===== src/hw/rtp_defs.svh =====
// Offsets, field positions, reset values and timing counts of the tick unit.
`ifndef RTP_DEFS_SVH
`define RTP_DEFS_SVH

// ****************************************************************
// Register offsets
// ****************************************************************
`define RTP_OFS_TIMEKEEPER_CONTROL_A 5'h00
`define RTP_OFS_STATUS 5'h01
`define RTP_OFS_INTEN 5'h02
`define RTP_OFS_INTFLG 5'h03
`define RTP_OFS_TEMP 5'h04
`define RTP_OFS_DBG 5'h05
`define RTP_OFS_CLOCK_SOURCE_SELECT 5'h07
`define RTP_OFS_CNT_L 5'h08
`define RTP_OFS_CNT_H 5'h09
`define RTP_OFS_TOP_L 5'h0A
`define RTP_OFS_TOP_H 5'h0B
`define RTP_OFS_MATCH_L 5'h0C
`define RTP_OFS_MATCH_H 5'h0D
`define RTP_OFS_PCTRL 5'h10
`define RTP_OFS_PSTATUS 5'h11
`define RTP_OFS_PINTEN 5'h12
`define RTP_OFS_PINTFLG 5'h13
`define RTP_OFS_PDBG 5'h15

// ****************************************************************
// Field positions
// ****************************************************************
`define RTP_BIT_RUN_STBY 7
`define RTP_BIT_ENABLE 0
`define RTP_PRESC_MSB 6
`define RTP_PRESC_LSB 3
`define RTP_BIT_CMP 1
`define RTP_BIT_OVF 0
`define RTP_BIT_PIRQ 0
`define RTP_BIT_RUN_HALT 0

// ****************************************************************
// Sync slots, reset values and timing
// ****************************************************************
`define RTP_SLOT_TIMEKEEPER_CONTROL_A 0
`define RTP_SLOT_CNT 1
`define RTP_SLOT_TOP 2
`define RTP_SLOT_MATCH 3
`define RTP_SLOT_PCTRL 4
`define RTP_NUM_SLOTS 5
`define RTP_SYNC_TICKS 2'h2
`define RTP_RST_BYTE 8'h00
`define RTP_RST_TOP 16'hFFFF
`define RTP_RST_WORD 16'h0000
`define RTP_PERIOD_OFF 4'h0
`define RTP_PERIOD_BAD 4'hF

`endif


===== src/hw/rtp_pkg.sv =====
// Types shared by the tick unit.
`default_nettype none
package rtp_pkg;
  typedef logic [7:0] rtp_byte_t;
  typedef logic [15:0] rtp_word_t;
  typedef enum logic [1:0] {
    RTP_SRC_ULP32K,
    RTP_SRC_ULP1K,
    RTP_SRC_XTAL,
    RTP_SRC_EXT
  } rtp_clk_src_t;
endpackage
`default_nettype wire


===== src/hw/rtp_tick_unit.sv =====
// Real-time counter and periodic tick timer behind a byte register port.
// ****************************************************************
// Functional notes
// Periodic timer runs only while enabled.
// Software configures clock, period, irq, enable.
// Overflow event when counter wraps at top.
// Compare event when counter equals match value.
// Eight periodic events, 8192 down to 64.
// Counter and periodic interrupt vectors separate.
// Periodic irq after selected period elapses.
// Flags set regardless of interrupt enable.
// Request held while enable and flag set.
// Each interrupt source individually enabled.
// Counter runs idle; standby needs bit.
// Run-in-standby is control bit seven.
// Periodic timer runs in every sleep.
// Slow clock counts; writes synchronised.
// Status busy flags for four registers.
// Periodic status busy flag bit zero.
// Software polls busy before writing.
// Writing one clears a flag.
// Prescaler divides by two power field.
// Two-bit field selects slow clock source.
// Writes take effect two slow cycles later.
// Period field four to 32768, zero off.
// Sixteen-bit access through shared byte latch.
// ****************************************************************
`timescale 1ns/10ps
`default_nettype none
`include "rtp_defs.svh"

module rtp_tick_unit
  import rtp_pkg::*;
(
  // Clock and reset
  input wire logic i_ref_clk,
  input wire logic i_rst,
  // Register port
  input wire logic [4:0] i_addr,
  input wire logic [7:0] i_wr_data,
  input wire logic i_wr_en,
  input wire logic i_rd_en,
  output logic [7:0] o_rd_data,
  // Slow clock candidates and system state
  input wire logic [3:0] i_src_clk,
  input wire logic i_sleep_standby,
  input wire logic i_dbg_halt,
  // Events and interrupt vectors
  output logic o_ovf_evt,
  output logic o_cmp_evt,
  output logic [7:0] o_pit_evt,
  output logic o_cnt_irq,
  output logic o_pit_irq
);

  // ****************************************************************
  // Helpers
  // ****************************************************************
  function automatic logic [14:0] mask_of(input logic [3:0] p);
    mask_of = (15'h0001 << p) - 15'h0001;
  endfunction

  function automatic logic wr_at(input logic [4:0] a);
    wr_at = i_wr_en && (i_addr == a);
  endfunction

  // ****************************************************************
  // Software visible state
  // ****************************************************************
  rtp_byte_t timekeeper_control_a_reg, inten_reg, flags_reg, temp_reg, dbg_reg, clock_source_select_reg;
  rtp_byte_t pctrl_reg, pinten_reg, pflags_reg, pdbg_reg;
  rtp_word_t cnt_reg, cnt_wr_reg, top_reg, match_reg;
  rtp_byte_t timekeeper_control_a_act_reg, pctrl_act_reg;
  rtp_word_t top_act_reg, match_act_reg;
  logic [1:0] sync_cnt_reg [`RTP_NUM_SLOTS];
  logic [`RTP_NUM_SLOTS-1:0] busy;
  logic [`RTP_NUM_SLOTS-1:0] apply;
  logic [`RTP_NUM_SLOTS-1:0] start;

  // ****************************************************************
  // Slow clock selection and synchroniser
  // ****************************************************************
  logic [2:0] sync_reg;
  logic lvl_reg;
  logic slow_tick;
  logic src_sel;

  // source mux
  always_comb begin
    case (rtp_clk_src_t'(clock_source_select_reg[1:0]))
      RTP_SRC_ULP32K: src_sel = i_src_clk[0];
      RTP_SRC_ULP1K: src_sel = i_src_clk[1];
      RTP_SRC_XTAL: src_sel = i_src_clk[2];
      RTP_SRC_EXT: src_sel = i_src_clk[3];
      default: src_sel = 1'b0;
    endcase
  end

  // slow clock sampled, edge on agreement
  always_ff @(posedge i_ref_clk) begin
    if (i_rst) begin
      sync_reg <= 3'h0;
      lvl_reg <= 1'b0;
    end else begin
      sync_reg <= {sync_reg[1:0], src_sel};
      if (sync_reg[1] == sync_reg[2]) begin
        lvl_reg <= sync_reg[2];
      end
    end
  end

  assign slow_tick = (sync_reg[1] == sync_reg[2]) && sync_reg[2] && !lvl_reg;

  // ****************************************************************
  // Write synchronisation
  // ****************************************************************
  // A process, not assigns, so the strobe and address read inside the helper wake it.
  always_comb begin
    start[`RTP_SLOT_TIMEKEEPER_CONTROL_A] = wr_at(`RTP_OFS_TIMEKEEPER_CONTROL_A);
    start[`RTP_SLOT_CNT] = wr_at(`RTP_OFS_CNT_H);
    start[`RTP_SLOT_TOP] = wr_at(`RTP_OFS_TOP_H);
    start[`RTP_SLOT_MATCH] = wr_at(`RTP_OFS_MATCH_H);
    start[`RTP_SLOT_PCTRL] = wr_at(`RTP_OFS_PCTRL);
  end

  // two slow ticks before a write applies
  always_ff @(posedge i_ref_clk) begin
    if (i_rst) begin
      for (int i = 0; i < `RTP_NUM_SLOTS; i++) begin
        sync_cnt_reg[i] <= 2'h0;
      end
    end else begin
      for (int i = 0; i < `RTP_NUM_SLOTS; i++) begin
        if (start[i]) begin
          sync_cnt_reg[i] <= `RTP_SYNC_TICKS;
        end else if (slow_tick && sync_cnt_reg[i] != 2'h0) begin
          sync_cnt_reg[i] <= sync_cnt_reg[i] - 2'h1;
        end
      end
    end
  end

  always_comb begin
    for (int i = 0; i < `RTP_NUM_SLOTS; i++) begin
      busy[i] = (sync_cnt_reg[i] != 2'h0);
      apply[i] = slow_tick && (sync_cnt_reg[i] == 2'h1) && !start[i];
    end
  end

  always_ff @(posedge i_ref_clk) begin
    if (i_rst) begin
      timekeeper_control_a_act_reg <= `RTP_RST_BYTE;
      top_act_reg <= `RTP_RST_TOP;
      match_act_reg <= `RTP_RST_WORD;
      pctrl_act_reg <= `RTP_RST_BYTE;
    end else begin
      if (apply[`RTP_SLOT_TIMEKEEPER_CONTROL_A]) begin
        timekeeper_control_a_act_reg <= timekeeper_control_a_reg;
      end
      if (apply[`RTP_SLOT_TOP]) begin
        top_act_reg <= top_reg;
      end
      if (apply[`RTP_SLOT_MATCH]) begin
        match_act_reg <= match_reg;
      end
      if (apply[`RTP_SLOT_PCTRL]) begin
        pctrl_act_reg <= pctrl_reg;
      end
    end
  end

  // ****************************************************************
  // Register writes
  // ****************************************************************
  // low byte parks in the latch, high byte commits the word
  always_ff @(posedge i_ref_clk) begin
    if (i_rst) begin
      timekeeper_control_a_reg <= `RTP_RST_BYTE;
      inten_reg <= `RTP_RST_BYTE;
      temp_reg <= `RTP_RST_BYTE;
      dbg_reg <= `RTP_RST_BYTE;
      clock_source_select_reg <= `RTP_RST_BYTE;
      pctrl_reg <= `RTP_RST_BYTE;
      pinten_reg <= `RTP_RST_BYTE;
      pdbg_reg <= `RTP_RST_BYTE;
      cnt_wr_reg <= `RTP_RST_WORD;
      top_reg <= `RTP_RST_TOP;
      match_reg <= `RTP_RST_WORD;
    end else begin
      if (wr_at(`RTP_OFS_TIMEKEEPER_CONTROL_A)) begin
        timekeeper_control_a_reg <= {i_wr_data[7:3], 2'h0, i_wr_data[0]};
      end
      // per-source enables
      if (wr_at(`RTP_OFS_INTEN)) begin
        inten_reg <= {6'h00, i_wr_data[1:0]};
      end
      if (wr_at(`RTP_OFS_DBG)) begin
        dbg_reg <= {7'h00, i_wr_data[0]};
      end
      if (wr_at(`RTP_OFS_CLOCK_SOURCE_SELECT)) begin
        clock_source_select_reg <= {6'h00, i_wr_data[1:0]};
      end
      if (wr_at(`RTP_OFS_PCTRL)) begin
        pctrl_reg <= {1'b0, i_wr_data[6:3], 2'h0, i_wr_data[0]};
      end
      if (wr_at(`RTP_OFS_PINTEN)) begin
        pinten_reg <= {7'h00, i_wr_data[0]};
      end
      if (wr_at(`RTP_OFS_PDBG)) begin
        pdbg_reg <= {7'h00, i_wr_data[0]};
      end
      if (wr_at(`RTP_OFS_TEMP) || wr_at(`RTP_OFS_CNT_L) || wr_at(`RTP_OFS_TOP_L) ||
          wr_at(`RTP_OFS_MATCH_L)) begin
        temp_reg <= i_wr_data;
      end else if (i_rd_en && i_addr == `RTP_OFS_CNT_L) begin
        temp_reg <= cnt_reg[15:8];
      end else if (i_rd_en && i_addr == `RTP_OFS_TOP_L) begin
        temp_reg <= top_reg[15:8];
      end else if (i_rd_en && i_addr == `RTP_OFS_MATCH_L) begin
        temp_reg <= match_reg[15:8];
      end
      if (start[`RTP_SLOT_CNT]) begin
        cnt_wr_reg <= {i_wr_data, temp_reg};
      end
      if (start[`RTP_SLOT_TOP]) begin
        top_reg <= {i_wr_data, temp_reg};
      end
      if (start[`RTP_SLOT_MATCH]) begin
        match_reg <= {i_wr_data, temp_reg};
      end
    end
  end

  // ****************************************************************
  // Real-time counter
  // ****************************************************************
  logic [14:0] presc_reg;
  logic cnt_run;
  logic cnt_tick;
  logic ovf_hit;
  logic cmp_hit;

  // idle keeps running, standby needs the bit
  // bit seven of the active control byte
  assign cnt_run = timekeeper_control_a_act_reg[`RTP_BIT_ENABLE] &&
                   !(i_sleep_standby && !timekeeper_control_a_act_reg[`RTP_BIT_RUN_STBY]) &&
                   !(i_dbg_halt && !dbg_reg[`RTP_BIT_RUN_HALT]);

  // tick when the masked prescaler bits are all ones
  assign cnt_tick = cnt_run && slow_tick &&
                    ((presc_reg & mask_of(timekeeper_control_a_act_reg[`RTP_PRESC_MSB:`RTP_PRESC_LSB])) ==
                     mask_of(timekeeper_control_a_act_reg[`RTP_PRESC_MSB:`RTP_PRESC_LSB]));
  assign ovf_hit = cnt_tick && (cnt_reg == top_act_reg);
  assign cmp_hit = cnt_tick && (cnt_reg == match_act_reg);

  always_ff @(posedge i_ref_clk) begin
    if (i_rst) begin
      presc_reg <= 15'h0000;
    end else if (!cnt_run) begin
      presc_reg <= 15'h0000;
    end else if (slow_tick) begin
      presc_reg <= presc_reg + 15'h0001;
    end
  end

  // wrap to zero at top
  always_ff @(posedge i_ref_clk) begin
    if (i_rst) begin
      cnt_reg <= `RTP_RST_WORD;
    end else if (apply[`RTP_SLOT_CNT]) begin
      cnt_reg <= cnt_wr_reg;
    end else if (ovf_hit) begin
      cnt_reg <= 16'h0000;
    end else if (cnt_tick) begin
      cnt_reg <= cnt_reg + 16'h0001;
    end
  end

  // compare and overflow event pulses
  always_ff @(posedge i_ref_clk) begin
    if (i_rst) begin
      o_ovf_evt <= 1'b0;
      o_cmp_evt <= 1'b0;
    end else begin
      o_ovf_evt <= ovf_hit;
      o_cmp_evt <= cmp_hit;
    end
  end

  // ****************************************************************
  // Periodic tick timer
  // ****************************************************************
  logic [14:0] pit_reg;
  logic [14:0] pit_next;
  logic pit_run;
  logic pit_step;
  logic [3:0] pit_period;
  logic pit_hit;
  logic [7:0] pit_evt;

  // enable taken from the synchronised control copy
  // no sleep term, only debug halt
  assign pit_run = pctrl_act_reg[`RTP_BIT_ENABLE] &&
                   !(i_dbg_halt && !pdbg_reg[`RTP_BIT_RUN_HALT]);
  assign pit_step = pit_run && slow_tick;
  assign pit_next = pit_reg + 15'h0001;
  assign pit_period = pctrl_act_reg[`RTP_PRESC_MSB:`RTP_PRESC_LSB];

  // field v gives an interval of 2 to the v plus one
  assign pit_hit = pit_step && pit_period != `RTP_PERIOD_OFF &&
                   pit_period != `RTP_PERIOD_BAD &&
                   ((pit_next & mask_of(pit_period + 4'h1)) == 15'h0000);

  // event n every 8192 shifted right by n
  always_comb begin
    for (int n = 0; n < 8; n++) begin
      pit_evt[n] = pit_step && ((pit_next & mask_of(4'(13 - n))) == 15'h0000);
    end
  end

  always_ff @(posedge i_ref_clk) begin
    if (i_rst) begin
      pit_reg <= 15'h0000;
    end else if (!pctrl_act_reg[`RTP_BIT_ENABLE]) begin
      pit_reg <= 15'h0000;
    end else if (pit_step) begin
      pit_reg <= pit_next;
    end
  end

  always_ff @(posedge i_ref_clk) begin
    if (i_rst) begin
      o_pit_evt <= 8'h00;
    end else begin
      o_pit_evt <= pit_evt;
    end
  end

  // ****************************************************************
  // Flags and interrupt vectors
  // ****************************************************************
  // set wins over a same-cycle clear
  // writing ones clears flags
  // periodic flag on elapsed period
  always_ff @(posedge i_ref_clk) begin
    if (i_rst) begin
      flags_reg <= `RTP_RST_BYTE;
      pflags_reg <= `RTP_RST_BYTE;
    end else begin
      flags_reg[`RTP_BIT_OVF] <= (flags_reg[`RTP_BIT_OVF] &&
                                  !(wr_at(`RTP_OFS_INTFLG) && i_wr_data[`RTP_BIT_OVF])) ||
                                 ovf_hit;
      flags_reg[`RTP_BIT_CMP] <= (flags_reg[`RTP_BIT_CMP] &&
                                  !(wr_at(`RTP_OFS_INTFLG) && i_wr_data[`RTP_BIT_CMP])) ||
                                 cmp_hit;
      pflags_reg[`RTP_BIT_PIRQ] <= (pflags_reg[`RTP_BIT_PIRQ] &&
                                    !(wr_at(`RTP_OFS_PINTFLG) && i_wr_data[`RTP_BIT_PIRQ])) ||
                                   pit_hit;
    end
  end

  // two separate vectors
  // request follows enable and flag
  always_ff @(posedge i_ref_clk) begin
    if (i_rst) begin
      o_cnt_irq <= 1'b0;
      o_pit_irq <= 1'b0;
    end else begin
      o_cnt_irq <= |(flags_reg[1:0] & inten_reg[1:0]);
      o_pit_irq <= pflags_reg[`RTP_BIT_PIRQ] && pinten_reg[`RTP_BIT_PIRQ];
    end
  end

  // ****************************************************************
  // Register reads
  // ****************************************************************
  // four busy flags
  // periodic busy flag
  always_ff @(posedge i_ref_clk) begin
    if (i_rst) begin
      o_rd_data <= 8'h00;
    end else if (!i_rd_en) begin
      o_rd_data <= 8'h00;
    end else begin
      case (i_addr)
        `RTP_OFS_TIMEKEEPER_CONTROL_A: o_rd_data <= timekeeper_control_a_reg;
        `RTP_OFS_STATUS: o_rd_data <= {4'h0, busy[`RTP_SLOT_MATCH], busy[`RTP_SLOT_TOP],
                                       busy[`RTP_SLOT_CNT], busy[`RTP_SLOT_TIMEKEEPER_CONTROL_A]};
        `RTP_OFS_INTEN: o_rd_data <= inten_reg;
        `RTP_OFS_INTFLG: o_rd_data <= {6'h00, flags_reg[1:0]};
        `RTP_OFS_TEMP: o_rd_data <= temp_reg;
        `RTP_OFS_DBG: o_rd_data <= dbg_reg;
        `RTP_OFS_CLOCK_SOURCE_SELECT: o_rd_data <= clock_source_select_reg;
        `RTP_OFS_CNT_L: o_rd_data <= cnt_reg[7:0];
        `RTP_OFS_CNT_H: o_rd_data <= temp_reg;
        `RTP_OFS_TOP_L: o_rd_data <= top_reg[7:0];
        `RTP_OFS_TOP_H: o_rd_data <= temp_reg;
        `RTP_OFS_MATCH_L: o_rd_data <= match_reg[7:0];
        `RTP_OFS_MATCH_H: o_rd_data <= temp_reg;
        `RTP_OFS_PCTRL: o_rd_data <= pctrl_reg;
        `RTP_OFS_PSTATUS: o_rd_data <= {7'h00, busy[`RTP_SLOT_PCTRL]};
        `RTP_OFS_PINTEN: o_rd_data <= pinten_reg;
        `RTP_OFS_PINTFLG: o_rd_data <= {7'h00, pflags_reg[`RTP_BIT_PIRQ]};
        `RTP_OFS_PDBG: o_rd_data <= pdbg_reg;
        default: o_rd_data <= 8'h00;
      endcase
    end
  end
endmodule
`default_nettype wire


===== config.mk =====
export PLATFORM = sky130hd
export DESIGN_NAME = rtp_tick_unit
export DESIGN_NICKNAME = d
export VERILOG_FILES = /design/src/hw/rtp_pkg.sv /design/src/hw/rtp_tick_unit.sv
export VERILOG_INCLUDE_DIRS = /design/src /design/src/hw
export SDC_FILE = /design/constraint.sdc
export NUM_CORES = 1
export LEC_CHECK = 0
export ABC_AREA = 1
export BUFFER_PORTS_ARGS = -buffer_cell sky130_fd_sc_hd__buf_4
export CAP_MARGIN = 30
export CORE_ASPECT_RATIO = 1.2
export CORE_UTILIZATION = 62
export CTS_CLUSTER_DIAMETER = 80
export DETAILED_ROUTE_END_ITERATION = 10
export HOLD_SLACK_MARGIN = 0.1
export PLACE_DENSITY = 0.8
export SYNTH_ARGS = -nofsm -noshare
export SYNTH_HDL_FRONTEND = slang
export SYNTH_SLANG_ARGS = --single-unit
export TNS_END_PERCENT = 1

===== constraint.sdc =====
create_clock -name i_ref_clk -period 2.8 [get_ports i_ref_clk]
set_input_delay 0.56 -clock i_ref_clk [delete_from_list [all_inputs] [get_ports i_ref_clk]]
set_output_delay 0.56 -clock i_ref_clk [all_outputs]
set_load 0.05 [all_outputs]

==> flow_summary.yaml, run 1 <==
outcome:
  status: "complete, no violations"
setup_path:
  crit_path_cell_trace: "inv_1 -> nand2_1 -> inv_1 -> nand2_1 -> ha_1 -> nand2_4 -> nand2_1 -> o21ai_1 -> nand2_1 -> inv_1 -> nor2_1 -> nand3_4 -> nand3_1 -> nand2_1 -> nor2_1 -> nor2_1"
  worst_ep_required_time_ns: 3.14
  arrival_ns: 2.87
  path_class: "reg2reg"
  crit_fanout: 19
  cpMostUsedCell: "nand2_1"
  start_kind: "register"
  critPathMaxStageDelay_ns: 0.52
  reg2reg_depth: 16
  endpoint_kind: "register"
  slowest_stage: "dfxtp_1"
grt:
  grt.total_usage: 0.356
  antenna_found_initial: 0
  overflow: 0
  grt_max_degree: 41
  grt_pass1_wl_um: 47400
  grt_pass1_vias: 9349
finish:
  instances_no_fill: 1755
  fillers: 1482
  multi_input_area_um2: 5150
  seqCellArea_um2: 4100
  area.growth.synth_to_final_pct: 10.7
  antenna_cells: 0
  fin_nets: 1570
  drive_above_1_share: 0.102
  fin_util: 0.706
  fin_area_um2: 11500
yosys:
  synth_ff_type: "dfxtp_1"
  syn_avg_cell_area_um2: 6.95
  seq_area_frac_synth: 0.394
  yosys_warnings: 0
  synth_nets: 1538
  netlist_instances: 1498
  ys_types: 53
  synth_edf_count: 10
  syn_area_um2: 10400
  async_flop_share: 0
  synth_seq_cells: 200
sta:
  fin_crit_ns: 2.54
  rsz0062_at_grt: "no"
  max_slew_margin: 0.503
  tightest_slew_ns: 0.742
  skew_ns: 0.0101
  hold_viol_final: 0
  final_max_slew_viol_count: 0
  layout_setup_ws_ns: 0.265
  hold_slack_ns: 0.402
  fmax_mhz: 394
  setup_tns_ns: 0
  finalSetupViolations: 0
  post-route-period-util: 0.905
power_and_ir_drop:
  swShare: 0.241
  power_mw: 5.68
  power.share.sequential: 0.513
  power_density_nw_per_um2: 493
  max-vdd-ir-drop_mv: 0.436
  p_leak_nw: 5.05
  clkPwrFrac: 0.441
  p_int_mw: 4.31
  p_switching_mw: 1.37
  p_comb_frac: 0.046
worst_hold_path:
  worstHoldPathCells: 3
  hold_class: "in2reg"
clock_tree:
  cts_setup_buffers: 0
  cts_buffers: 17
  root_buffer: "clkbuf_16"
  clk_latency_ns: 0.45
  hold_buffers: 0
  htree_num_levels: 4
  clk_transition_reported_paths_ns: 0.08
  cts_resized: 0
  cts_tree: "yes"
  cts_buffer_depth: 2
  cts_sinks: 200
placement:
  io_buffers: 42
  placed_cells: 1723
  place.gp.congestion: 0.969
  dpl.hpwl_um: 22300
  dp_slack_ns: 0.324
  place_area_um2: 10900
route:
  viasPerCell: 5.76
  wl_per_cell_um: 17.0
  ant_nets: 0
  drc: 0
  wirelength_um: 29900
  drt_first_pass_iters: 5
  num_vias: 10100
  detail_route.iter0.violations: 800
floorplanning:
  io_pins: 43
  core_um2: 16300
  dieHeight_um: 144
  dieArea_um2: 17300
  initial_core_util: 0.638
  die_x_um: 120
  rows: 51
job:
  cap_violations: 0
## placed cells by master, fill, tap and decap left out, types with 12 or more instances in the layout
cell type | Yosys | final
a21oi_1 | 95 | 95
nor3_1 | 15 | 15
inv_1 | 226 | 226
nand3_1 | 107 | 107
nor2_1 | 165 | 165
o211ai_1 | 28 | 28
dfxtp_1 | 190 | 190
o21ai_0 | 118 | 118
buf_4 | 2 | 69
ha_1 | 17 | 17
o22ai_1 | 12 | 12
xor2_1 | 28 | 28
clkbuf_16 | 0 | 17
inv_2 | 14 | 14
nand4_1 | 32 | 32
nand2_1 | 283 | 283
## synth_stat cells, types with 8 or more instances
cell / number / area (um^2)
nand2_1: 283 / 1060
inv_1: 226 / 848
dfxtp_1: 190 / 3800
nor2_1: 165 / 619
o21ai_0: 118 / 591
nand3_1: 107 / 536
a21oi_1: 95 / 475
nand4_1: 32 / 200
clkbuf_1: 28 / 105
o211ai_1: 28 / 210
xor2_1: 28 / 245
buf_2: 17 / 85.1
ha_1: 17 / 213
nor3_1: 15 / 75.1
inv_2: 14 / 52.6
o22ai_1: 12 / 75.1
nand3_2: 11 / 110
edfxtp_1: 10 / 300
a31oi_1: 9 / 56.3
o21ai_1: 8 / 40.0
xnor2_1: 8 / 70.1
## kinds of logic after synthesis
family | count (synthesis) | share of synthesized area
buf+inv | 299 | 0.112
simple gates | 651 | 0.283
compound gates | 295 | 0.160
fa+ha+maj | 17 | 0.0204
xor+xnor | 36 | 0.0303
flops | 200 | 0.394
## worst max-delay path: cells and delay by family, from the launching register on
family                   cells  cell delay [ns]
AND/OR/NAND/NOR             11             1.30
flip-flops                   1             0.52
AO/OA/AOI/OAI                1             0.06
buffers and inverters        3             0.22
adder cells (fa/ha/maj)      1             0.33
## final cells by class
| class | count | area share |
|---|---|---|
| Timing Repair Buffer | 69 | 0.0449 |
| Tap cell | 212 | 0.0230 |
| Multi-Input combinational cell | 999 | 0.446 |
| Sequential cell | 200 | 0.356 |
| Inverter | 243 | 0.0792 |
| Clock buffer | 18 | 0.0372 |
| Clock inverter | 14 | 0.0138 |
## per-layer routing
layer | global-route usage | share of wire
met1 | 0.399 | 0.38
met3 | 0.0469 | 0.061
met5 | 0 | 0
met4 | 0.239 | 0.069
met2 | 0.631 | 0.49
## path summary, 6_finish.rpt
path / startpoint / end / slack [ns]
worst max-delay path: timekeeper_control_a_act_reg[4] / cnt_reg[11] / 0.26
worst max register to register: timekeeper_control_a_act_reg[4] / cnt_reg[11] / 0.26
worst min register to register: sync_reg[0] / sync_reg[1] / 0.43
worst min-delay path: i_wr_data[7] / top_reg[15] / 0.40
## power by group through the flow
stage	logic, mW	registers [mW]	clock network, mW
floorplan	0.150	2.97	0
global placement	0.251	2.98	0
detailed placement	0.254	2.98	0
CTS	0.256	2.91	2.52
global route	0.284	2.91	2.63
finish	0.260	2.91	2.51
Power figures use the tool's default switching activity.
==> run 2: changes to the inputs <==
Settings changed: RECOVER_POWER from default to 25.
==> run 2 against run 1 <==
Die area unchanged. Critical path depth down 8. Largest cell class unchanged. Flip-flop and latch count unchanged. Sequential power about the same.
==> flow_summary.yaml, run 2 (synthesis results as in run 1) <==
outcome:
  status: "complete, no violations"
worst_hold_path:
  hold_class: "in2reg"
clock_tree:
  root_buffer: "clkbuf_16"
  cts_buffers: 17
  cts_sinks: 200
  clk_latency_ns: 0.45
  cts_buffer_depth: 2
  cts_setup_buffers: 0
  cts_tree: "yes"
  htree_num_levels: 4
  cts_resized: 0
  hold_buffers: 0
  clk_transition_reported_paths_ns: 0.08
grt:
  antenna_found_initial: 0
  grt_max_degree: 41
  grt_pass1_vias: 9349
  grt.total_usage: 0.356
  grt_pass1_wl_um: 47400
  overflow: 0
setup_path:
  endpoint_kind: "register"
  arrival_ns: 2.76
  crit_fanout: 19
  path_class: "in2reg"
  start_kind: "primary input"
  worst_ep_required_time_ns: 3.00
finish:
  antenna_cells: 0
  drive_above_1_share: 0.0868
  area.growth.synth_to_final_pct: 9.86
  instances_no_fill: 1755
  final_common_cell: "nand2_1"
  fillers: 1504
  final_cell_mix: "nand2_1 (283), inv_1 (226), dfxtp_1 (190)"
  fin_nets: 1570
placement:
  placed_cells: 1723
  io_buffers: 42
  dpl.hpwl_um: 22300
  place.gp.congestion: 0.969
floorplanning:
  die_x_um: 120
  initial_core_util: 0.638
  core_um2: 16300
  dieArea_um2: 17300
  rows: 51
  dieHeight_um: 144
  io_pins: 43
sta:
  fmax_mhz: 391
  hold_viol_final: 0
  hold_slack_ns: 0.404
  setup_tns_ns: 0
  final_max_slew_viol_count: 0
  tightest_slew_ns: 0.992
  max_slew_margin: 0.339
  skew_ns: 0.0105
  rsz0062_at_grt: "no"
  post-route-period-util: 0.914
  fin_crit_ns: 2.56
  finalSetupViolations: 0
route:
  num_vias: 10100
  wl_per_cell_um: 17.0
  viasPerCell: 5.76
  drt_first_pass_iters: 5
  detail_route.iter0.violations: 890
  drc: 0
  ant_nets: 0
  wirelength_um: 29900
job:
  cap_violations: 0
power_and_ir_drop:
  power_mw: 5.68
  p_leak_nw: 4.96
  power_density_nw_per_um2: 496
  max-vdd-ir-drop_mv: 0.438
[run 2: cell type report]
| class | count | area, um^2 | share of cell area |
|---|---|---|---|
| timing repair buffer | 69 | 427 | 0.0373 |
| inverter | 243 | 913 | 0.0798 |
| tap | 212 | 265 | 0.0232 |
| clock inverter | 14 | 159 | 0.0139 |
| clock buffer | 18 | 429 | 0.0375 |
| multi-input combinational | 999 | 5150 | 0.450 |
| sequential | 200 | 4100 | 0.359 |
[run 2: routing by layer]
metal | up-vias | wire length [um] | share of wire | global-route usage
li1 | 4933 | - | - | -
met1 | 4659 | 11700 | 0.39 | 0.399
met2 | 401 | 14500 | 0.49 | 0.631
met3 | 113 | 1640 | 0.055 | 0.0469
met4 | 0 | 2020 | 0.068 | 0.239
met5 | - | 0 | 0 | 0
[run 2: through the flow]
step / worst slack, ns / utilization / cell area [um^2]
floorplan: 0.709 / - / 10400
global placement: 0.369 / 0.670 / 10900
detailed placement: 0.324 / 0.670 / 10900
CTS: 0.310 / 0.706 / 11500
global route: 0.000673 / 0.701 / 11400
finish: 0.240 / 0.701 / 11400
[run 2: worst paths after layout]
| path | from | slack [ns] | cells past startpoint | end |
|---|---|---|---|---|
| worst max register to register | timekeeper_control_a_act_reg[4] | 0.27 | 16 | cnt_reg[11] |
| worst min-delay path | i_wr_data[7] | 0.40 | 3 | top_reg[15] |
| worst min register to register | sync_reg[0] | 0.43 | 2 | sync_reg[1] |
| worst max-delay path | i_rst | 0.24 | 8 | sync_cnt_reg[1][1] |
[run 2: power by group]
group          total [mW]  internal (mW)  switching, mW
Combinational       0.257         0.0756          0.182
Sequential           2.91           2.89         0.0218
Clock                2.51           1.34           1.17
Total                5.68           4.31           1.37
[run 2: critical path: stages]
cell,delay (ns)
clkbuf_1,0.71
clkinv_2,0.56
nand4_1,0.37
nand2_1,0.08
inv_1,0.09
nand4_2,0.18
o21ai_1,0.13
inv_1,0.05
